--- src/rpp_pkg.sv ---
// Constants and carrier types for the repeater port protection block.
// Assumes a 100 MHz system clock; every cycle count derives from CLK_NS.
package rpp_pkg;

	typedef logic [3:0]  rpp_per_t;  // Receive clock period count
	typedef logic [6:0]  rpp_hys_t;  // Hysteresis count
	typedef logic [10:0] rpp_bt_t;   // Bit time count
	typedef logic [6:0]  rpp_cc_t;   // Consecutive collision count

	// System clock and bit time
	localparam int       CLK_NS       = 10;
	localparam int       BIT10_NS     = 100;
	localparam rpp_per_t BT10_CYC     = rpp_per_t'(BIT10_NS / CLK_NS);

	// Receive clock classification; least times round up, longest down
	localparam int       FAST_MAX_NS  = 60;
	localparam int       SLOW_MIN_NS  = 80;
	localparam int       HYST_NS      = 620;
	localparam rpp_per_t FAST_MAX_CYC = rpp_per_t'(FAST_MAX_NS / CLK_NS);
	localparam rpp_per_t SLOW_MIN_CYC = rpp_per_t'((SLOW_MIN_NS + CLK_NS - 1) / CLK_NS);
	localparam rpp_hys_t HYST_CYC     = rpp_hys_t'((HYST_NS + CLK_NS - 1) / CLK_NS);

	// Partition, jabber and carrier monitor limits; COLL_LIMIT in collisions, the rest in bit times
	localparam rpp_cc_t  COLL_LIMIT   = rpp_cc_t'(64);
	localparam rpp_bt_t  LONGCOL_BT   = rpp_bt_t'(1050);
	localparam rpp_bt_t  UNPART_BT    = rpp_bt_t'(512);
	localparam rpp_bt_t  JAB_SIL_BT   = rpp_bt_t'(97);
	localparam rpp_bt_t  FCAR_BT      = rpp_bt_t'(468);

	// Jabber lengths, shortest legal value of each window
	localparam int       JAB10_US       = 4000;
	localparam int       JAB100_US      = 400;
	localparam int       JAB10_CYC_DEF  = JAB10_US * 1000 / CLK_NS;
	localparam int       JAB100_CYC_DEF = JAB100_US * 1000 / CLK_NS;

	// Nibble codes
	localparam logic [3:0] JAM_NIB = 4'h5;
	localparam logic [3:0] FC_NIB  = 4'hE;

	// Port collision state
	typedef enum logic [1:0] {
		ST_IDLE  = 2'b00,
		ST_RX    = 2'b01,
		ST_RXCOL = 2'b10,
		ST_TXCOL = 2'b11
	} rpp_col_e;

	// Static configuration bits
	typedef struct packed {
		logic mismatch_isolate_enable;
		logic partition_disable_bit;
		logic unpartition_on_link_fail_enable;
		logic carrier_monitor_disable;
	} rpp_cfg_s;

	// PHY receive side pins
	typedef struct packed {
		logic       crs;
		logic       rx_dv;
		logic       rx_er;
		logic [3:0] rxd;
		logic       col;
		logic       link_ok;
	} rpp_phy_rx_s;

	// One nibble with its error flag
	typedef struct packed {
		logic       er;
		logic [3:0] d;
	} rpp_nib_s;

	// Status bits
	typedef struct packed {
		logic detected_speed_bit;
		logic speed_mismatch_bit;
		logic mismatch_isolated;
		logic cim_isolated;
		logic partitioned;
		logic rx_jabber;
		logic lockup_silence;
		logic lockup_event;
		logic core_reset;
		logic tx_col;
		logic rx_col;
		logic rx_drop;
	} rpp_stat_s;

endpackage

--- src/rpp_port_prot.sv ---
// Per-port protection for one repeater slice port: speed check,
// collision states, partition, jabber and carrier integrity monitor.
// Assumes PHY pins, backplane collision and speed pin are asynchronous;
// configuration and backplane streams come from logic on clk_in.
//
// Overview of operation
// Speed pin change resets the repeater core
// Isolate port on speed mismatch when enabled
// Backplane collision enters transmit collision, sends JAM
// Lone active port with COL enters receive collision
// Partition after 64 consecutive non-late collisions
// At 10 Mb/s, overlong collision partitions
// Partitioned port stops receive, keeps transmitting
// 512 clean bit times unpartition the port
// Partition disable holds partition logic in reset
// 10 Mb/s jabber inserts 97-bit silences
// 100 Mb/s jabber cuts off until idle
// No backplane transmit while receive jabber
// Measure receive clock, report speed and mismatch
// Period classes: fast, slow, or hold
// New speed must persist 620 ns
// Matching speed change clears mismatch at once
// Mismatch isolation releases itself automatically
// Detector starts from speed pin after reset
// Link fail may unpartition when enabled
// Two or long false carriers isolate
// Carrier monitor disable turns monitor off
// PHY flags false carrier by nibble 1110
// Partition disable turns partitioning off
`timescale 1ns/100ps
`default_nettype none

module rpp_port_prot
	import rpp_pkg::*;
#(
	parameter int JAB10_CYC  = JAB10_CYC_DEF,  // 10 Mb/s jabber length
	parameter int JAB100_CYC = JAB100_CYC_DEF, // 100 Mb/s jabber length
	parameter int JAB_W      = 19,             // Jabber counter width
	parameter int FIFO_W     = $bits(rpp_nib_s),
	parameter int FIFO_D     = 2
) (
	input  wire logic              clk_in,
	input  wire logic              rst_in,
	input  wire rpp_cfg_s          cfg_in,
	input  wire logic              speed_select_pin_in,
	input  wire logic              rx_clk_in,
	input  wire rpp_phy_rx_s       phy_rx_in,
	input  wire logic              bp_col_in,
	output logic                   bp_rx_valid_out,
	input  wire logic              bp_rx_ready_in,
	output rpp_nib_s               bp_rx_data_out,
	input  wire logic              bp_tx_valid_in,
	output logic                   bp_tx_ready_out,
	input  wire rpp_nib_s          bp_tx_data_in,
	output logic                   tx_en_out,
	output rpp_nib_s               tx_data_out,
	output rpp_stat_s              stat_out
);

	localparam int SW = $bits(rpp_phy_rx_s) + 3;
	localparam int PW = (FIFO_D > 1) ? $clog2(FIFO_D) : 1;
	localparam int CW = $clog2(FIFO_D + 1);

	// Synchronisers; stage one feeds stage two only
	logic [SW-1:0]   s1_r;
	logic [SW-1:0]   s2_r;
	rpp_phy_rx_s     phy;          // Synchronised PHY pins
	logic            rxc_s;        // Synchronised receive clock
	logic            spd_s;        // Speed pin, 1 = 100 Mb/s
	logic            bpc_s;        // Backplane collision
	logic            rxc_d_r;      // Receive clock delayed for edge
	logic            spd_d_r;      // Speed pin delayed for change
	logic            crs_d_r;      // Carrier delayed for end of event

	always_ff @(posedge clk_in) begin
		s1_r <= {phy_rx_in, rx_clk_in, speed_select_pin_in, bp_col_in};
		s2_r <= s1_r;
	end

	assign {phy, rxc_s, spd_s, bpc_s} = s2_r;

	// Edge and change history
	always_ff @(posedge clk_in) begin
		rxc_d_r <= rxc_s;
		spd_d_r <= spd_s; // Tracks the pin in reset too, so release shows no false change
		crs_d_r <= rst_in ? 1'b0 : phy.crs;
	end

	wire rxc_rise = rxc_s & ~rxc_d_r;
	wire spd_chg  = (spd_s != spd_d_r) & ~rst_in;

	// Core reset one cycle after any speed pin change
	logic core_rst_r;
	always_ff @(posedge clk_in) begin
		core_rst_r <= rst_in | spd_chg;
	end
	wire crst = rst_in | core_rst_r;

	// Bit tick: every clock at 100 Mb/s, every tenth at 10 Mb/s
	rpp_per_t bt_cnt_r;
	wire      tick = spd_s | (bt_cnt_r == BT10_CYC - 4'h1);
	always_ff @(posedge clk_in) begin
		if (crst | tick) begin
			bt_cnt_r <= '0;
		end else begin
			bt_cnt_r <= bt_cnt_r + 4'h1;
		end
	end

	// Receive clock period, saturating once it reaches slow class
	rpp_per_t per_r;
	logic     cls_r;      // Latest raw class, 1 = 25 MHz
	logic     ds_r;       // Detected speed after hysteresis
	rpp_hys_t hys_r;      // Time the class has disagreed
	wire fast_hit = rxc_rise & (per_r <= FAST_MAX_CYC);
	wire slow_hit = per_r == SLOW_MIN_CYC;
	wire cls_nxt  = fast_hit ? 1'b1 : (slow_hit ? 1'b0 : cls_r);
	wire hys_done = (cls_r != ds_r) & (hys_r == HYST_CYC - 7'h01);
	wire mismatch = ds_r != spd_s;

	// Classifier; a static clock saturates into slow class
	always_ff @(posedge clk_in) begin
		if (rst_in | rxc_rise) begin
			per_r <= {3'h0, ~rst_in};
		end else if (!slow_hit) begin
			per_r <= per_r + 4'h1;
		end
		cls_r <= rst_in ? spd_s : cls_nxt;
	end

	// Hysteresis; not reset by core reset so the speed pin can be chased
	always_ff @(posedge clk_in) begin
		if (rst_in) begin
			ds_r  <= spd_s;
			hys_r <= '0;
		end else if (spd_chg && cls_r == spd_s) begin
			ds_r  <= cls_r;
			hys_r <= '0;
		end else if (hys_done) begin
			ds_r  <= cls_r;
			hys_r <= '0;
		end else begin
			hys_r <= (cls_r != ds_r) ? hys_r + 7'h01 : 7'h00;
		end
	end

	// Collision state machine
	rpp_col_e st_r;
	rpp_col_e st_nxt;
	always_comb begin
		st_nxt = st_r;
		case (st_r)
			ST_IDLE: begin
				if (bpc_s) st_nxt = ST_TXCOL;
				else if (phy.crs) st_nxt = phy.col ? ST_RXCOL : ST_RX;
			end
			ST_RX: begin
				if (bpc_s) st_nxt = ST_TXCOL;
				else if (phy.col) st_nxt = ST_RXCOL;
				else if (!phy.crs) st_nxt = ST_IDLE;
			end
			ST_RXCOL: begin
				if (bpc_s) st_nxt = ST_TXCOL;
				else if (!phy.col) st_nxt = phy.crs ? ST_RX : ST_IDLE;
			end
			ST_TXCOL: begin
				if (!bpc_s) st_nxt = phy.crs ? ST_RX : ST_IDLE;
			end
			default: st_nxt = ST_IDLE;
		endcase
	end
	always_ff @(posedge clk_in) begin
		st_r <= crst ? ST_IDLE : st_nxt;
	end

	// Packet and collision timing
	wire     in_col = (st_r == ST_TXCOL) | (st_r == ST_RXCOL);
	wire     act    = phy.crs | bp_tx_valid_in;
	logic    col_d_r;   // Collision seen last cycle
	logic    pcol_r;    // Collision already in this packet
	rpp_bt_t pkt_bt_r;  // Bit times in packet so far
	rpp_bt_t col_bt_r;  // Bit times in current collision
	rpp_cc_t cc_r;      // Consecutive collisions
	logic    part_r;    // Port partitioned
	wire     col_start = in_col & ~col_d_r;
	wire     late      = pkt_bt_r >= UNPART_BT;
	wire     clean     = act & ~pcol_r & ~in_col & tick & (pkt_bt_r == UNPART_BT - 11'h001);
	wire     long_col  = ~spd_s & in_col & tick & (col_bt_r == LONGCOL_BT - 11'h001);
	wire     part_clr  = crst | cfg_in.partition_disable_bit;

	// Packet length and collision length counters
	always_ff @(posedge clk_in) begin
		col_d_r <= ~crst & in_col;
		if (crst | ~act) begin
			pkt_bt_r <= '0;
			pcol_r   <= 1'b0;
		end else begin
			pcol_r <= pcol_r | in_col;
			if (tick && !late) pkt_bt_r <= pkt_bt_r + 11'h001;
		end
		if (crst | ~in_col) col_bt_r <= '0;
		else if (tick && col_bt_r != LONGCOL_BT) col_bt_r <= col_bt_r + 11'h001;
	end

	// Partition; a collision outranks a clean packet in the same cycle
	always_ff @(posedge clk_in) begin
		if (part_clr) begin
			cc_r   <= '0;
			part_r <= 1'b0;
		end else if (col_start && !late) begin
			if (cc_r != COLL_LIMIT) cc_r <= cc_r + 7'h01;
			if (cc_r == COLL_LIMIT - 7'h01) part_r <= 1'b1;
		end else if (long_col) begin
			part_r <= 1'b1;
		end else if (clean) begin
			cc_r <= '0;
			if (phy.link_ok || cfg_in.unpartition_on_link_fail_enable) begin
				part_r <= 1'b0;
			end
		end
	end

	// Jabber: one counter, limit chosen by speed
	logic [JAB_W-1:0] jab_r;
	logic             sil_r;    // 10 Mb/s silence window
	logic             seen_r;   // Lockup already tallied this event
	logic             rxjab_r;  // 100 Mb/s receive jabber
	rpp_bt_t          sil_bt_r;
	wire rx_on   = spd_s ? (phy.crs | phy.rx_dv) : phy.crs;
	wire [JAB_W-1:0] jab_lim = spd_s ? JAB_W'(JAB100_CYC - 1) : JAB_W'(JAB10_CYC - 1);
	wire jab_hit = rx_on & ~sil_r & ~rxjab_r & (jab_r == jab_lim);
	wire sil_end = sil_r & tick & (sil_bt_r == JAB_SIL_BT - 11'h001);
	wire lock_ev = jab_hit & ~spd_s & ~seen_r;

	// Jabber timing and silence insertion
	always_ff @(posedge clk_in) begin
		if (crst | ~rx_on) begin
			jab_r    <= '0;
			sil_r    <= 1'b0;
			seen_r   <= 1'b0;
			rxjab_r  <= 1'b0;
			sil_bt_r <= '0;
		end else if (jab_hit) begin
			jab_r   <= '0;
			sil_r   <= ~spd_s;
			seen_r  <= seen_r | ~spd_s;
			rxjab_r <= spd_s;
		end else if (sil_r) begin
			sil_bt_r <= sil_end ? 11'h000 : sil_bt_r + {10'h000, tick};
			sil_r    <= ~sil_end;
		end else if (!rxjab_r) begin
			jab_r <= jab_r + 1'b1;
		end
	end

	// Carrier integrity monitor, 100 Mb/s only
	logic    fcar_r;    // Current carrier judged false
	logic    good_r;    // Current carrier carried data
	logic    fc1_r;     // One false carrier already seen
	logic    cim_r;     // Isolated by the monitor
	rpp_bt_t fc_bt_r;
	wire cim_off = crst | cfg_in.carrier_monitor_disable | ~spd_s;
	wire fc_now  = ~phy.rx_dv & phy.rx_er & (phy.rxd == FC_NIB);
	wire car_end = crs_d_r & ~phy.crs;
	wire fc_long = fcar_r & tick & (fc_bt_r == FCAR_BT - 11'h001);

	// False carrier counting and long false carrier timer
	always_ff @(posedge clk_in) begin
		if (cim_off) begin
			{fcar_r, good_r, fc1_r, cim_r} <= 4'h0;
			fc_bt_r <= '0;
		end else if (car_end) begin
			fcar_r  <= 1'b0;
			good_r  <= 1'b0;
			fc_bt_r <= '0;
			if (fcar_r) begin
				fc1_r <= 1'b1;
				if (fc1_r) cim_r <= 1'b1;
			end else if (good_r) begin
				fc1_r <= 1'b0;
				cim_r <= 1'b0;
			end
		end else if (phy.crs) begin
			fcar_r <= (fcar_r | fc_now) & ~(good_r | phy.rx_dv);
			good_r <= good_r | phy.rx_dv;
			if (fcar_r && tick && fc_bt_r != FCAR_BT) fc_bt_r <= fc_bt_r + 11'h001;
			if (fc_long) cim_r <= 1'b1;
		end
	end

	// Forwarding gate; mismatch isolation follows the live compare
	wire mm_iso = cfg_in.mismatch_isolate_enable & mismatch;
	wire fwd_ok = ~part_r & ~mm_iso & ~cim_r & ~sil_r & ~rxjab_r;
	wire rx_acc = spd_s ? phy.rx_dv : phy.crs;
	wire push_q = rxc_rise & rx_acc & fwd_ok & ~crst;

	// Two-entry receive buffer toward the backplane
	logic [FIFO_W-1:0] mem_r [FIFO_D];
	logic [PW-1:0]     wp_r;
	logic [PW-1:0]     rp_r;
	logic [CW-1:0]     cnt_r;
	wire in_rdy = cnt_r != CW'(FIFO_D);
	wire do_wr  = push_q & in_rdy;
	wire do_rd  = bp_rx_valid_out & bp_rx_ready_in;
	wire drop   = push_q & ~in_rdy; // The PHY cannot be stalled

	assign bp_rx_valid_out = cnt_r != '0;
	assign bp_rx_data_out  = mem_r[rp_r];

	// Pointer update; storage needs no reset
	always_ff @(posedge clk_in) begin
		if (crst) begin
			wp_r  <= '0;
			rp_r  <= '0;
			cnt_r <= '0;
		end else begin
			if (do_wr) wp_r <= (wp_r == PW'(FIFO_D - 1)) ? '0 : wp_r + 1'b1;
			if (do_rd) rp_r <= (rp_r == PW'(FIFO_D - 1)) ? '0 : rp_r + 1'b1;
			cnt_r <= cnt_r + CW'(do_wr) - CW'(do_rd);
		end
		if (do_wr) mem_r[wp_r] <= {phy.rx_er, phy.rxd};
	end

	// Transmit toward the PHY; JAM outranks backplane data
	assign bp_tx_ready_out = ~crst & ~rxjab_r & (st_r != ST_TXCOL);
	always_ff @(posedge clk_in) begin
		if (crst) begin
			tx_en_out   <= 1'b0;
			tx_data_out <= '0;
		end else if (st_r == ST_TXCOL) begin
			tx_en_out   <= 1'b1;
			tx_data_out <= '{er: 1'b0, d: JAM_NIB};
		end else begin
			tx_en_out   <= bp_tx_valid_in & bp_tx_ready_out;
			tx_data_out <= bp_tx_data_in;
		end
	end

	// Registered status
	always_ff @(posedge clk_in) begin
		if (rst_in) begin
			stat_out <= '0;
		end else begin
			stat_out <= '{
				detected_speed_bit: ds_r,
				speed_mismatch_bit: mismatch,
				mismatch_isolated:  mm_iso,
				cim_isolated:       cim_r,
				partitioned:        part_r,
				rx_jabber:          rxjab_r,
				lockup_silence:     sil_r,
				lockup_event:       lock_ev,
				core_reset:         core_rst_r,
				tx_col:             st_r == ST_TXCOL,
				rx_col:             st_r == ST_RXCOL,
				rx_drop:            drop
			};
		end
	end
endmodule // rpp_port_prot

`default_nettype wire

--- config.mk ---
export PLATFORM = sky130hd
export DESIGN_NAME = rpp_port_prot
export DESIGN_NICKNAME = d
export VERILOG_FILES = /design/src/rpp_pkg.sv /design/src/rpp_port_prot.sv
export SDC_FILE = /design/constraint.sdc
export NUM_CORES = 1
export LEC_CHECK = 0
export BUFFER_PORTS_ARGS = -buffer_cell sky130_fd_sc_hd__buf_4
export CORE_ASPECT_RATIO = 2
export CORE_MARGIN = 1
export CORE_UTILIZATION = 32
export DETAILED_ROUTE_END_ITERATION = 12
export HOLD_SLACK_MARGIN = 0.08
export PLACE_DENSITY = 0.52
export SLEW_MARGIN = 5
export SYNTH_ARGS = -nofsm -noshare
export SYNTH_HDL_FRONTEND = slang
export SYNTH_SLANG_ARGS = --single-unit
export TNS_END_PERCENT = 10
--- constraint.sdc ---
create_clock -name clk_in -period 2.4 [get_ports clk_in]
set_input_delay 0.36 -clock clk_in [delete_from_list [all_inputs] [get_ports clk_in]]
set_output_delay 0.36 -clock clk_in [all_outputs]
set_load 0.01 [all_outputs]
==> Yosys cells after proc, flatten, opt, wreduce, memory -nomap -nowiden <==
Memory sizes are Yosys's and may differ from the RTL's. A register that Yosys moved wholly into a read port is not among the register bits.
Cells that the tools add are included.
{ "totals": {"n_memories": 1, "register_bits": 149, "ram_bits": 10, "output_inout_bits": 25} }
{ "memory_table": {"columns": ["name", "words", "width", "read_ports", "rd_clocked_by_memory_dff", "wr", "line_no", "source"], "rows": [
  ["mem_r", 2, 5, 1, 1, 1, "rpp_port_prot.sv:298", "logic [FIFO_W-1:0] mem_r [FIFO_D];"]
]} }
{ "op_classes": {"n_mux": 49, "n_lt_le_gt_ge": 2, "n_reduce_logical": 30, "add_sub_neg": 13, "bitwise": 80, "eq_ne": 32} }
{ "ops": {"columns": ["op", "count"], "rows": [
  ["1-bit AND", 40],
  ["11-bit by 1-bit adder with 11-bit output, second input constant", 3],
  ["1-bit 2-to-1 mux", 32],
  ["7-bit 2-to-1 mux", 4],
  ["11-bit by 9-bit == test with 1-bit output, second input constant", 2],
  ["1-bit inverter", 22],
  ["19-bit by 1-bit adder with 19-bit output, second input constant", 1],
  ["19-bit == test", 1],
  ["19-bit 2-to-1 mux", 1],
  ["2-bit 2-to-1 mux", 9],
  ["1-bit bitwise OR", 18],
  ["7-bit by 1-bit adder with 7-bit output, second input constant", 2],
  ["7-bit by 6-bit == test with 1-bit output, second input constant", 2],
  ["4-bit == test, second input constant", 3],
  ["3-bit != test, second input constant", 4],
  ["3-bit nonzero test", 4],
  ["11-bit by 1-bit adder with 11-bit output", 1],
  ["11-bit == test, second input constant", 1],
  ["11-bit by 7-bit == test with 1-bit output, second input constant", 1],
  ["11-bit by 10-bit greater-or-equal comparator with 1-bit output, second input constant", 1],
  ["11-bit 2-to-1 mux", 1],
  ["11-bit != test, second input constant", 1],
  ["11-bit by 9-bit != test with 1-bit output, second input constant", 1],
  ["2-bit nonzero test", 5],
  ["other kinds (24)", 46]
]} }

==> Logic depth before layout (Yosys ltp) <==
Gate-level depths: netlist (run 1).
{ "depth": {"depth_word": 12, "ltp_mapped": 10, "ltp_nobuf": 10} }

==> Worst setup path before layout (run 1) <==
No wires, ideal clock.
{ "synth_path": {"path_kind": "input to register", "from": "input rst_in", "to": "register cnt_r[1]", "slack_ns": 0.200, "n_path_buf": 1, "arrival_time_ns": 2.072, "cell_stages": 10, "setup_ns": 0.128, "required_time_ns": 2.272, "path_cell_list": "or2_1 clkbuf_1 nor2_1 nand4_1 ha_1 inv_1 ha_1 xor2_1 xnor2_1 nor2_1"} }
{ "synth_via": {"elab_chain_cells": 6} }
{ "synth_lines": {"columns": ["item", "line_no", "source"], "rows": [
  ["start, declared", "rpp_port_prot.sv:43", "input wire logic rst_in,"],
  ["1-bit bitwise OR *", "rpp_port_prot.sv:97", "wire crst = rst_in | core_rst_r;"],
  ["1-bit inverter", "rpp_port_prot.sv:295", "wire push_q = rxc_rise & rx_acc & fwd_ok & ~crst;"],
  ["1-bit AND", "rpp_port_prot.sv:295", null],
  ["1-bit AND", "rpp_port_prot.sv:303", "wire do_wr = push_q & in_rdy;"],
  ["2-bit by 1-bit adder with 2-bit output", "rpp_port_prot.sv:319", "cnt_r <= cnt_r + CW'(do_wr) - CW'(do_rd);"],
  ["2-bit by 1-bit subtractor with 2-bit output", "rpp_port_prot.sv:319", null],
  ["end signal, assigned", "rpp_port_prot.sv:319", null],
  ["end, declared", "rpp_port_prot.sv:301", "logic [CW-1:0] cnt_r;"]
]} }
Mark *: on every way between the ends. The rest lies on a longest branch, timed or not.
A chain may end at the register's enable or synchronous reset.

==> Worst setup path in the final report (run 1) <==
{ "layout_path": {"from": "register cim_r", "to": "register cnt_r[1]"} }
{ "layout_via": {"elab_chain_cells": 9} }
{ "layout_lines": {"columns": ["item", "line_no", "source"], "rows": [
  ["start, declared", "rpp_port_prot.sv:260", "logic cim_r;"],
  ["start signal, assigned", "rpp_port_prot.sv:270", "{fcar_r, good_r, fc1_r, cim_r} <= 4'h0;"],
  ["start signal, assigned", "rpp_port_prot.sv:278", "if (fc1_r) cim_r <= 1'b1;"],
  ["start signal, assigned", "rpp_port_prot.sv:281", "cim_r <= 1'b0;"],
  ["1-bit inverter", "rpp_port_prot.sv:293", "wire fwd_ok = ~part_r & ~mm_iso & ~cim_r & ~sil_r & ~rxjab_r;"],
  ["1-bit AND (3 in a row)", "rpp_port_prot.sv:293", null],
  ["1-bit AND (2 in a row)", "rpp_port_prot.sv:295", null],
  ["1-bit AND", "rpp_port_prot.sv:303", null],
  ["2-bit by 1-bit adder with 2-bit output", "rpp_port_prot.sv:319", null],
  ["2-bit by 1-bit subtractor with 2-bit output", "rpp_port_prot.sv:319", null]
]} }
No other way between the ends.

==> results.json, run 1 <==
{
  "start_util": 0.328,
  "first_iter_violations": 179,
  "drtPass1Iterations": 6,
  "maxCapViolations": 0,
  "synth_top_area_share": 0.449,
  "p_int_mw": 4.45,
  "cp_top_family": "simple AND/OR/NAND/NOR gates",
  "cts_tree": "yes",
  "worstSkewPairLatency_ns": 0.43,
  "switching_power_mw": 1.29,
  "async_flop_share": 0,
  "coreArea_mm2": 0.0200,
  "wirelength_mm": 14.6,
  "outcome": "finished clean",
  "drv_slew": 0,
  "critPathSlowestCell": "or4_1",
  "timing.fmax_mhz": 452,
  "clock-sinks": 160,
  "path_clk_slew_ns": 0.06,
  "crit_chain": "or4_1, a211oi_2, nand4_1, ha_1, inv_1, ha_1, xor2_1, xnor2_1, nor2_1",
  "total_leakage_power_nw": 3.00,
  "reg2reg_to": "cnt_r[1]",
  "drive_gt1_frac": 0.174,
  "worstSetupEndpointType": "flip-flop",
  "cts-buffers-inserted": 17,
  "synth.avg_cell_area_um2": 9.81,
  "grt_use_total": 0.152,
  "rsz0062_at_grt": "false",
  "syn_inst": 668,
  "gp_congestion": 0.798,
  "p_comb_frac": 0.038,
  "r2r_slack_ns": 0.19,
  "antenna_found_initial": 0,
  "hp-class": "in2reg",
  "critPathBufInv": 1,
  "synth_edf_count": 13,
  "drc": 0,
  "start_kind": "flip-flop",
  "switching_share": 0.225,
  "wl_per_cell_um": 14.3,
  "synth.net_count": 714,
  "vias_per_cell": 4.84,
  "slowest_delay_ns": 0.54,
  "maxSlewHeadroom": 0.443,
  "final.setup.tns_ns": 0,
  "grt_pass1_wl_mm": 24.4,
  "ys_ff_latch": 160,
  "synth.most_common_cell": "dfxtp_1",
  "holdPathEnd": "tx_data_out[2]",
  "nets": 794,
  "synth_cell_type_count": 73,
  "synthesis.area_mm2": 0.00655,
  "setup_viol": 0,
  "cts-resized-gates": 0,
  "yosysSeqAreaShare": 0.509,
  "ioPinCount": 50,
  "final_area_mm2": 0.00801,
  "post-route-min-period_ns": 2.21,
  "worstPathMaxFanout": 4,
  "vias": 4945,
  "cts_buffer_depth": 2,
  "worstHoldStart": "bp_tx_data_in[2]",
  "io_buffer_count": 49,
  "r2r_cells": 9,
  "pwr-share-clk": 0.480,
  "critical_path_arrival_ns": 2.53,
  "cts_max_level": 4,
  "seqPwrFrac": 0.483,
  "crit_required_ns": 2.71,
  "grt_max_degree": 23,
  "synth_ff_type": "dfxtp_1",
  "dieArea_mm2": 0.0211,
  "period_share": 0.921,
  "finClkSkew_ns": 0.0144,
  "hold_viol": 0,
  "grt_pass1_vias": 5098,
  "worstMarginPinSlew_ns": 0.830,
  "diodes": 0,
  "synthTopCellsByCount": "dfxtp_1 (147), nor2_1 (91), nand2_1 (51), xor2_1 (35), a21oi_1 (29)",
  "ant_nets": 0,
  "cts_root_buffer": "clkbuf_16",
  "crit_top_cell": "ha_1",
  "min_path_cells": 3,
  "irDropWorstVdd_mv": 0.424,
  "total_power_mw": 5.74,
  "dp_hpwl_mm": 11.0,
  "synth_warnings": 0,
  "die-height_um": 204,
  "placed_area_mm2": 0.00728,
  "critPathKind": "reg2reg",
  "p_per_area_mw_per_mm2": 716,
  "rows": 73,
  "die_x_um": 103,
  "yosys-top-cells-area": "dfxtp_1 (45%), edfxtp_1 (6.0%), nor2_1 (5.2%), xor2_1 (4.7%), ha_1 (4.0%)",
  "grt_overflow": 0,
  "yosysTopAreaCell": "dfxtp_1",
  "r2r-start": "cim_r",
  "area_growth_pct": 22.2
}
[tightest hold or removal path, cell delays in order]
cell	delay (ns)
buf_4	0.08
a21oi_1	0.03
nor2_1	0.07
[registers in the layout, summed over array words and instances, names as in the netlist, 2 cells and up, named ones only]
name         cells
s1_r            12
st_r             2
jab_r           19
pkt_bt_r        11
stat_out        12
bt_cnt_r         4
sil_bt_r        11
s2_r            12
fc_bt_r         11
mem_r           10
per_r            4
tx_data_out      5
cc_r             7
cnt_r            2
hys_r            7
col_bt_r        11
[metal layers]
layer | up-vias | GRT usage | wire length, µm
met5 | - | 0 | 0
met4 | 0 | 0.0709 | 399
met2 | 75 | 0.290 | 8320
met3 | 22 | 0.0301 | 297
li1 | 2474 | - | -
met1 | 2374 | 0.151 | 5630
[cell families (layout without fill, tap and decap cells)]
kind of cell,Yosys count,in the layout,synth area share
AND/OR/NAND/NOR,298,298,0.241
flip-flops,160,160,0.509
AO/OA/AOI/OAI,80,80,0.0873
XOR/XNOR,58,58,0.0775
buffers and inverters,40,132,0.0269
adder cells (fa/ha/maj),21,21,0.0401
multiplexers,11,11,0.0180
[power groups by stage]
stage	registers [mW]	clock network (mW)	logic [mW]
3_3_place_gp	2.83	0	0.197
6_report	2.77	2.75	0.217
4_1_cts	2.77	2.83	0.220
3_5_place_dp	2.83	0	0.203
2_1_floorplan	2.82	0	0.107
5_1_grt	2.77	2.94	0.239
[cell type report]
class	instances	area [µm²]
fillers	1958	12000
flip-flops and latches	160	3330
multi-input cells	468	3040
well taps	262	328
inverters	24	90.1
clock buffers	21	493
clock inverters	10	113
repair buffers	77	608
[how the worst max path moves through the flow]
stage | start | endpoint | slack (ns) | cells after the start
2_1_floorplan | rst_in | cnt_r[1] | 0.20 | 10
6_report | cim_r | cnt_r[1] | 0.19 | 9
4_1_cts | cim_r | cnt_r[1] | 0.19 | 9
3_5_place_dp | cim_r | cnt_r[1] | 0.19 | 9
3_3_place_gp | cim_r | cnt_r[1] | 0.22 | 9
5_1_grt | cim_r | cnt_r[1] | 0.08 | 9
[layout by cell type (no fill, tap or decap), types with 3 or more instances in the layout]
cell / count
dfxtp_1: 147
nor2_1: 91
buf_4: 65
nand2_1: 51
xor2_1: 35
a21oi_1: 29
nand3_1: 26
inv_1: 23
xnor2_1: 23
ha_1: 21
nand4_1: 20
clkbuf_16: 19
o21ai_0: 13
and3_1: 13
edfxtp_1: 13
nand2b_1: 12
nor3_1: 12
dlygate4sd3_1: 12
nor2b_1: 11
nor2_2: 11
or3_1: 9
and2_1: 6
mux2_2: 6
mux2i_1: 5
nor4_1: 4
inv_6: 4
or2_1: 3
nand3b_1: 3
a211o_1: 3
and4_1: 3
o2111ai_1: 3
o21ai_1: 3
a31oi_1: 3
[timing repair]
action                    4_1_cts  5_1_grt
setup buffers                   0        0
hold buffers                   12        0
hold endpoints to repair       12        0
[per-stage QoR]
stage / setup WS, ns / instances / hold WS (ns) / util
5_1_grt: 0.0781 / 1022 / 0.139 / 0.400
3_3_place_gp: 0.223 / 979 / 0.310 / 0.364
3_5_place_dp: 0.192 / 979 / 0.313 / 0.364
6_report: 0.190 / 1022 / 0.144 / 0.400
2_1_floorplan: 0.200 / 668 / 0.310 / -
4_1_cts: 0.189 / 1022 / 0.130 / 0.400
Note: power is estimated with default switching activity, not from simulation.
==> run 2, diff against run 1 <==
--- a/config.mk
+++ b/config.mk
@@ -9,6 +9,7 @@
 export CORE_ASPECT_RATIO = 2
 export CORE_MARGIN = 1
 export CORE_UTILIZATION = 32
+export CTS_CLUSTER_SIZE = 25
 export DETAILED_ROUTE_END_ITERATION = 12
 export HOLD_SLACK_MARGIN = 0.08
 export PLACE_DENSITY = 0.52
==> constraint.sdc (replaced) <==
create_clock -name clk_in -period 2.4 [get_ports clk_in]
set_input_delay 0.12 -clock clk_in [delete_from_list [all_inputs] [get_ports clk_in]]
set_output_delay 0.12 -clock clk_in [all_outputs]
set_load 0.01 [all_outputs]
==> run 2 against run 1 <==
Net effect: worst hold slack got worse by 0.052 ns; final cell count increased by 0.78%; sequential power about the same; core utilization increased by 0.33 points; setup slack improved by 0.0014 ns; critical path depth unchanged; combinational power increased by 3%.
==> results.json, run 2 (synthesized netlist as in run 1, its figures left out) <==
{
  "use_met2": 0.289,
  "maxSlewHeadroom": 0.424,
  "placed_area_mm2": 0.00727,
  "diodes": 0,
  "critPathKind": "reg2reg",
  "p_comb_frac": 0.040,
  "dp_hpwl_mm": 10.9,
  "total_leakage_power_nw": 3.02,
  "drc": 0,
  "p_per_area_mw_per_mm2": 700,
  "die-height_um": 204,
  "irDropWorstVdd_mv": 0.498,
  "cts_max_level": 4,
  "crit_required_ns": 2.72,
  "finClkSkew_ns": 0.0135,
  "ioPinCount": 50,
  "hold_viol": 0,
  "rsz0062_at_grt": "false",
  "antenna_found_initial": 0,
  "timing.fmax_mhz": 453,
  "dieArea_mm2": 0.0211,
  "setup_viol": 0,
  "pwr-share-clk": 0.470,
  "worstMarginPinSlew_ns": 0.858,
  "maxCapViolations": 0,
  "switching_power_mw": 1.40,
  "layout_common_cells": "dfxtp_1 (147), nor2_1 (91), buf_4 (63)",
  "die_x_um": 103,
  "drive_gt1_frac": 0.172,
  "drtPass1Iterations": 4,
  "p_int_mw": 4.24,
  "largest_register_ffs": 19,
  "switching_share": 0.249,
  "path_clk_slew_ns": 0.07,
  "ant_nets": 0,
  "post-route-min-period_ns": 2.21,
  "top_usage_layer": "met2",
  "grt_overflow": 0,
  "cts_buffer_depth": 2,
  "final_common_cell": "dfxtp_1",
  "wl_per_cell_um": 14.4,
  "start_kind": "flip-flop",
  "cts_root_buffer": "clkbuf_16",
  "final.setup.tns_ns": 0,
  "start_util": 0.328,
  "use_met1": 0.153,
  "grt_max_degree": 23,
  "vias_per_cell": 4.82,
  "drv_slew": 0,
  "area_growth_pct": 23.2,
  "instances_no_fill": 1030,
  "vias": 4964,
  "io_buffer_count": 49,
  "coreArea_mm2": 0.0200,
  "grt_use_met3": 0.0349,
  "grt_pass1_wl_mm": 24.2,
  "cts_tree": "yes",
  "period_share": 0.920,
  "critical_path_arrival_ns": 2.53,
  "seqPwrFrac": 0.490,
  "rows": 73,
  "cts-buffers-inserted": 17,
  "worstSetupEndpointType": "flip-flop",
  "top_register": "jab_r",
  "crit_top_cell": "ha_1",
  "slowest_delay_ns": 0.54,
  "nets": 801,
  "hold_slack_ns": 0.0927,
  "clock-sinks": 160,
  "grt_pass1_vias": 5053,
  "worstSkewPairLatency_ns": 0.43,
  "wirelength_mm": 14.8,
  "gp_congestion": 0.790,
  "grt_use_total": 0.151,
  "final_area_mm2": 0.00807,
  "first_iter_violations": 175,
  "hp-class": "in2reg",
  "outcome": "finished clean",
  "cts-resized-gates": 0,
  "crit_chain": "or4_1, a211oi_2, nand4_1, ha_1, inv_1, ha_1, xor2_1, xnor2_1, nor2_1",
  "worstPathMaxFanout": 2,
  "fin_util": 0.404,
  "critPathSlowestCell": "or4_1",
  "dpl.cell_count": 977
}
run 2: changes by cell type in the layout (fill, tap and decap cells not counted), moves of 2 or more:
cell / delta
dlygate4sd3_1: +9
clkinv_8: +5
buf_4: -2
clkbuf_16: -2
run 2: final cells by class:
class	count	area, µm²
clock buffer	17	425
timing repair buffer	84	683
multi-input combinational	468	3040
sequential	160	3330
inverter	24	90.1
fill	1955	11900
tap	262	328
clock inverter	15	170
run 2: path summary, 6_finish.rpt:
path / slack [ns] / from / cells after the start / to
max: 0.19 / cim_r / 9 / cnt_r[1]
max reg2reg: 0.19 / cim_r / 9 / cnt_r[1]
min: 0.09 / cfg_in[1] / 4 / part_r
min reg2reg: 0.33 / s1_r[2] / 0 / s2_r[2]
run 2: critical path, delay by kind of cell (launching register included):
kind,cells,cell delay [ns]
and+or+nand+nor,3,0.75
adders and majority gates,2,0.47
xor gates and xnor gates,2,0.32
DFF,1,0.31
AOI/OAI and AO/OA,1,0.19
buffers and inverters,1,0.06
run 2: through the flow:
step                worst slack, ns  power, mW
floorplan                     0.214       2.93
global placement              0.245       3.02
detailed placement            0.177       3.03
CTS                           0.167       5.73
global route                 0.0337       5.86
finish                        0.191       5.65
run 2: repair_timing:
action / in CTS / in global routing
hold buffers: 21 / 0
setup buffers: 0 / 0
hold endpoints to repair: 25 / 0
run 2: power groups by stage:
stage	clock [mW]	combinational, mW	sequential [mW]
final	2.66	0.224	2.77
after detailed placement	0	0.199	2.83
after global placement	0	0.196	2.83
after floorplan	0	0.107	2.82
after global routing	2.84	0.247	2.77
after CTS	2.74	0.228	2.77
run 2: per-layer routing:
metal	part of all wire	routed length [µm]
met1	0.38	5640
met2	0.57	8470
met3	0.026	382
met4	0.020	299
met5	0	0
